## config.mk

```make
export PLATFORM = sky130hd
export DESIGN_NAME = pfc_reg
export DESIGN_NICKNAME = d
export VERILOG_FILES = /design/src/pfc_pkg.sv /design/src/pfc_resolve.sv /design/src/pfc_reg.sv
export SDC_FILE = /design/constraint.sdc
export NUM_CORES = 1
export LEC_CHECK = 0
export CAP_MARGIN = 20
export CORE_ASPECT_RATIO = 2
export CORE_MARGIN = 2
export CORE_UTILIZATION = 30
export CTS_CLUSTER_SIZE = 12
export DETAILED_ROUTE_END_ITERATION = 10
export DONT_BUFFER_PORTS = 1
export GPL_TIMING_DRIVEN = 0
export PLACE_DENSITY = 0.48
export SLEW_MARGIN = 5
export SYNTH_ARGS = -nofsm -noshare
export SYNTH_HDL_FRONTEND = slang
export SYNTH_HIERARCHICAL = 1
export SYNTH_SLANG_ARGS = --single-unit
```

## constraint.sdc

```tcl
create_clock -name clock -period 1.9 [get_ports clock]
set_input_delay 0.38 -clock clock [delete_from_list [all_inputs] [get_ports clock]]
set_output_delay 0.38 -clock clock [all_outputs]
set_load 0.005 [all_outputs]
```

## src/pfc_pkg.sv

```systemverilog
package pfc_pkg;
   localparam logic [11:0] FC0_OFFSET = 12'h1A8;
   localparam int BP_BIT = 6;
   localparam int DUP_BIT = 5;
   localparam int CRX_BIT = 4;
   localparam int CTX_BIT = 3;
   localparam int RX_BIT = 2;
   localparam int TX_BIT = 1;
   localparam int SEL_BIT = 0;
   localparam int REG_W = 32;
   localparam logic [31:0] RSVD_MASK = 32'hFFFF_FF80;
endpackage

```

## src/pfc_resolve.sv

```systemverilog
// resolves the pause enables actually in effect on port 0
module pfc_resolve (
   input wire logic sel,
   input wire logic rx_en,
   input wire logic tx_en,
   input wire logic an_enable,
   input wire logic an_rx_pause,
   input wire logic an_tx_pause,
   input wire logic half_duplex,
   output logic rx_act,
   output logic tx_act
);
   always_comb
   begin
      // pause is a full-duplex mechanism only
      if (half_duplex)
      begin
         rx_act = 1'h0;
         tx_act = 1'h0;
      end
      else if (sel || !an_enable)
      begin
         rx_act = rx_en;
         tx_act = tx_en;
      end
      else
      begin
         rx_act = an_rx_pause;
         tx_act = an_tx_pause;
      end
   end
endmodule

```

## src/pfc_reg.sv

```systemverilog
// Operation
// - bit 6 enables half-duplex backpressure
// - bit 5 reports duplex, one half
// - bit 4 reports active receive pause
// - bit 3 reports active transmit pause
// - bit 2 manual receive pause enable
// - bit 1 manual transmit pause enable
// - select clear: negotiation rules unless disabled
// - select set: manual bits rule full duplex
// - MAC mode holds select at one
// - MAC mode makes select read-only
// - MAC mode select ignores loader rewrite
// - writable defaults come from straps, reloaded
// - status defaults from straps, refreshed
// - writes never touch advertisement register
module pfc_reg #(
   parameter int ADDR_W = $bits(pfc_pkg::FC0_OFFSET),
   parameter int DATA_W = pfc_pkg::REG_W
) (
   input wire logic clock,
   input wire logic rst,
   input wire logic [ADDR_W-1:0] reg_addr,
   input wire logic reg_wr,
   input wire logic reg_rd,
   input wire logic [DATA_W-1:0] reg_wdata,
   output logic [DATA_W-1:0] reg_rdata,
   input wire logic mac_mode,
   input wire logic strap_load,
   input wire logic backpressure_default_strap,
   input wire logic pause_default_strap,
   input wire logic override_default_strap,
   input wire logic strap_half_duplex,
   input wire logic an_enable,
   input wire logic an_rx_pause,
   input wire logic an_tx_pause,
   input wire logic link_half_duplex,
   output logic port0_backpressure_enable,
   output logic port0_resolved_duplex,
   output logic port0_resolved_rx_pause,
   output logic port0_resolved_tx_pause
);
   ////////////////////////////////////////////////////////////////////////
   // host-visible configuration, loaded from straps or written by the host
   logic bp_q, bp_d, rx_q, rx_d, tx_q, tx_d, sel_q, sel_d;
   // resolved status as the port currently applies it
   logic dup_q, dup_d, crx_q, crx_d, ctx_q, ctx_d;
   logic [DATA_W-1:0] rd_q, rd_d;
   // straps are sampled on the first clock after release, and on each rewrite
   logic init_q, init_d, load_q, load_d;
   logic reload, wr_hit, rd_hit, rx_act, tx_act;

   function automatic logic addr_hit(input logic [ADDR_W-1:0] addr);
      addr_hit = (addr == ADDR_W'(pfc_pkg::FC0_OFFSET));
   endfunction

   assign wr_hit = addr_hit(reg_addr) && reg_wr;
   assign rd_hit = addr_hit(reg_addr) && reg_rd;
   assign reload = init_q || load_q;

   ////////////////////////////////////////////////////////////////////////
   // the loader pulse is registered, so a rewrite lands one clock later
   always_comb
   begin
      init_d = 1'h0;
      load_d = strap_load;
   end

   always_ff @(posedge clock or posedge rst)
   begin
      if (rst)
      begin
         init_q <= 1'h1;
         load_q <= 1'h0;
      end
      else
      begin
         init_q <= init_d;
         load_q <= load_d;
      end
   end

   ////////////////////////////////////////////////////////////////////////
   always_comb
   begin
      bp_d = bp_q;
      rx_d = rx_q;
      tx_d = tx_q;
      sel_d = sel_q;
      // a loader rewrite beats a host write in the same cycle
      if (reload)
      begin
         bp_d = backpressure_default_strap;
         rx_d = pause_default_strap;
         tx_d = pause_default_strap;
         sel_d = override_default_strap;
      end
      else if (wr_hit)
      begin
         bp_d = reg_wdata[pfc_pkg::BP_BIT];
         rx_d = reg_wdata[pfc_pkg::RX_BIT];
         tx_d = reg_wdata[pfc_pkg::TX_BIT];
         sel_d = reg_wdata[pfc_pkg::SEL_BIT];
      end
      // no negotiation partner exists in mac mode, so manual is forced
      if (mac_mode)
      begin
         sel_d = 1'h1;
      end
   end

   always_ff @(posedge clock or posedge rst)
   begin
      if (rst)
      begin
         bp_q <= '0;
         rx_q <= '0;
         tx_q <= '0;
         sel_q <= '0;
      end
      else
      begin
         bp_q <= bp_d;
         rx_q <= rx_d;
         tx_q <= tx_d;
         sel_q <= sel_d;
      end
   end

   ////////////////////////////////////////////////////////////////////////
   // fed the next duplex so the pause status never lags the duplex bit
   pfc_resolve u_res (
      .sel(sel_q),
      .rx_en(rx_q),
      .tx_en(tx_q),
      .an_enable(an_enable),
      .an_rx_pause(an_rx_pause),
      .an_tx_pause(an_tx_pause),
      .half_duplex(dup_d),
      .rx_act(rx_act),
      .tx_act(tx_act)
   );

   always_comb
   begin
      // strap duplex at load time, the live link afterwards
      dup_d = link_half_duplex;
      if (reload)
      begin
         dup_d = strap_half_duplex;
      end
      crx_d = rx_act;
      ctx_d = tx_act;
   end

   always_ff @(posedge clock or posedge rst)
   begin
      if (rst)
      begin
         dup_q <= '0;
         crx_q <= '0;
         ctx_q <= '0;
      end
      else
      begin
         dup_q <= dup_d;
         crx_q <= crx_d;
         ctx_q <= ctx_d;
      end
   end

   ////////////////////////////////////////////////////////////////////////
   always_comb
   begin
      rd_d = '0;
      if (rd_hit)
      begin
         rd_d[pfc_pkg::BP_BIT] = bp_q;
         rd_d[pfc_pkg::DUP_BIT] = dup_q;
         rd_d[pfc_pkg::CRX_BIT] = crx_q;
         rd_d[pfc_pkg::CTX_BIT] = ctx_q;
         rd_d[pfc_pkg::RX_BIT] = rx_q;
         rd_d[pfc_pkg::TX_BIT] = tx_q;
         rd_d[pfc_pkg::SEL_BIT] = sel_q;
      end
   end

   // read data drops back to zero, so a stale word never lingers on the bus
   always_ff @(posedge clock or posedge rst)
   begin
      if (rst)
         rd_q <= '0;
      else
         rd_q <= rd_d;
   end

   // no path to any advertisement state exists here
   assign reg_rdata = rd_q;
   assign port0_backpressure_enable = bp_q;
   assign port0_resolved_duplex = dup_q;
   assign port0_resolved_rx_pause = crx_q;
   assign port0_resolved_tx_pause = ctx_q;
endmodule

```

==> out/metrics.cfg <==
[status]
status=completed

[logic_synthesis]
synth_top_cells_by_area=dfrtp_1, buf_4, mux2_2
synthTopCellsByCount=buf_4, dfrtp_1, and2_1
synthArstFlopShare_pct=100
synth.distinct_cells=25
seq_area_frac_synth_pct=44.6
ys_ff_latch=16
avgSynthCellArea_sq_um=11.7
synth_top_area_share_pct=41.7
synth_area_sq_um=900
ys_warn_count=6
synth-edff-count=0
synth_most_common_cell=buf_4
synth_top_area_cell=dfrtp_1
syn_inst=77
ys.flop_type=dfrtp_1

[clock_tree]
postCtsSetupBuffers=0
numCtsBuffers=3
cts_sinks=16
clk_pin_slew_worst_paths_ns=0.06
clockBufferDepth=2
cts_tree=done
htreeDepth=1
hold_buffers=0
clk_latency_ns=0.25
cts_resized=0
cts_root_buf=clkbuf_8

[cells_and_area]
nets=165
final_cell_count_no_fill=136
area_delta_synth_final_pct=20.7
fill_cells=300
ff_latch_area_sq_um=402
multi_input_area_sq_um=400
n_antenna_cell=0
drive_gt1_share_pct=42.5

[global_route]
grt-ovfl-total=0
grt_max_degree=17
grt_pass1_wl_um=2300
grt_pass1_vias=527
antenna_found_initial=0
grt_use_total_pct=9.51

[route]
wl_per_cell_um=11.4
m1WireLength_um=512
dr_wl_met2_um=794
top_layer=met4
wl_met3_um=180
via_count=548
dr.pass1.iters=2
wl_um=1550
drc=0
postRouteAntennaNets=0
drt_first_iter_violations=2
vias_per_cell=4.03

[placed_design]
dp_slack_ns=0.380
routabilityCongestion=0.674
place_inst=132
port_buffers=0

[power_and_ir_drop]
max-vdd-ir-drop_uv=184
leakage_nw=0.575
powerDensity_nw_per_um2=711

[worst_setup_path]
start_kind=flop
crit_path_max_fanout=7
critPathKind=flop to flop
crit_path_top_delay_cell=mux2_2
rr_startpoint=load_q
worstPathRequired_ns=2.07
r2r-end=port0_resolved_rx_pause
reg2regPathDepth=4
arrival_ns=1.66
r2r_slack_ns=0.41
end_kind=flop
crit_chain=nor2_2 -> mux2_2 -> nand4bb_1 -> o21ai_1
critical-path-max-stage-delay_ns=0.42

[sta]
finalHoldViolations=0
finalCritPeriodShare_pct=78.4
fin_skew_ns=0.00232
max_freq_mhz=671
fin_hold_ws_ns=0.0729
slew_violations=0
tns_ns=0
rsz0062_at_grt=no
slew_headroom_pct=61.3
tightest_slew_ns=0.580
finalWorstSetupSlack_ns=0.411
fin_crit_ns=1.49
final-setup-viol-count=0

[floorplanning]
rows=28
die_w_um=42.7
io-pin-count=94
start_util_pct=30.9
core_area_sq_um=2910
die_area_sq_um=3480
die_height_um=81.4

[job]
maxCapViolCount=0

[hold_path]
hp-class=input pin to asynchronous set/reset pin

-- metrics by stage --
| step | util (%) | instance area [sq um] | power [mW] |
|---|---|---|---|
| 2_1_floorplan | - | 993 | 0.470 |
| 3_3_place_gp | 35.5 | 1030 | 0.481 |
| 4_1_cts | 37.3 | 1090 | 0.784 |
| 5_1_grt | 37.3 | 1090 | 0.809 |
| 6_report | 37.3 | 1090 | 0.772 |
| 3_5_place_dp | 35.5 | 1030 | 0.483 |
-- per-layer routing --
layer  track usage, %  vias up
li1                 -      262
met1             9.25      234
met2             14.7       47
met3             3.08        5
met4             10.3        0
met5                0        -
-- sequential cells by signal, indices dropped and copies added, names as in the netlist --
signal	flops
init_q	1
tx_q	1
rx_q	1
reg_rdata	7
sel_q	1
load_q	1
port0_resolved_tx_pause	1
port0_resolved_rx_pause	1
port0_resolved_duplex	1
port0_backpressure_enable	1
-- placed cells by master, fill, tap and decap left out, types with 2 or more instances in the layout --
| cell type | count |
|---|---|
| and2_1 | 7 |
| buf_4 | 25 |
| clkbuf_8 | 4 |
| conb_1 | 26 |
| dfrtp_1 | 15 |
| mux2_2 | 4 |
| mux2_4 | 3 |
| nand2b_1 | 2 |
| nand4bb_1 | 2 |
| nor4b_2 | 2 |
-- cell families after synthesis --
logic type             Yosys count  synth area share, %
buffers and inverters           26                 21.3
AND/OR/NAND/NOR                 23                 20.2
flip-flops                      16                 44.6
multiplexers                     8                 11.1
AO/OA/AOI/OAI                    3                 2.36
other                            1                0.417
-- power breakdown --
part	switching, mW	leakage [nW]	internal, mW
combinational	0.0409	0.344	0.0630
clock	0.111	0.0288	0.184
sequential	0.0149	0.203	0.359
-- critical path: cells and delay by family, from the launching register on --
kind            cells  cell delay [ns]
mux                 1             0.42
simple gates        2             0.52
flops               1             0.37
compound gates      1             0.09
-- area by class of cell --
| class | instances | area share (%) |
|---|---|---|
| Multi-Input combinational cell | 60 | 36.9 |
| Sequential cell | 16 | 37.0 |
| Clock buffer | 4 | 5.07 |
| Buffer | 25 | 17.3 |
| Tap cell | 30 | 3.46 |
| Inverter | 1 | 0.346 |
-- worst max-delay path by stage --
stage / cells past startpoint / start / to / slack, ns
final: 4 / load_q / port0_resolved_rx_pause / 0.41
after global routing: 4 / load_q / port0_resolved_rx_pause / 0.30
after CTS: 4 / load_q / port0_resolved_rx_pause / 0.37
after detailed placement: 4 / load_q / port0_resolved_rx_pause / 0.38
after global placement: 4 / load_q / port0_resolved_rx_pause / 0.40
after floorplan: 4 / reg_addr[11] / port0_backpressure_enable / 0.56
Power figures use the tool's default switching activity.
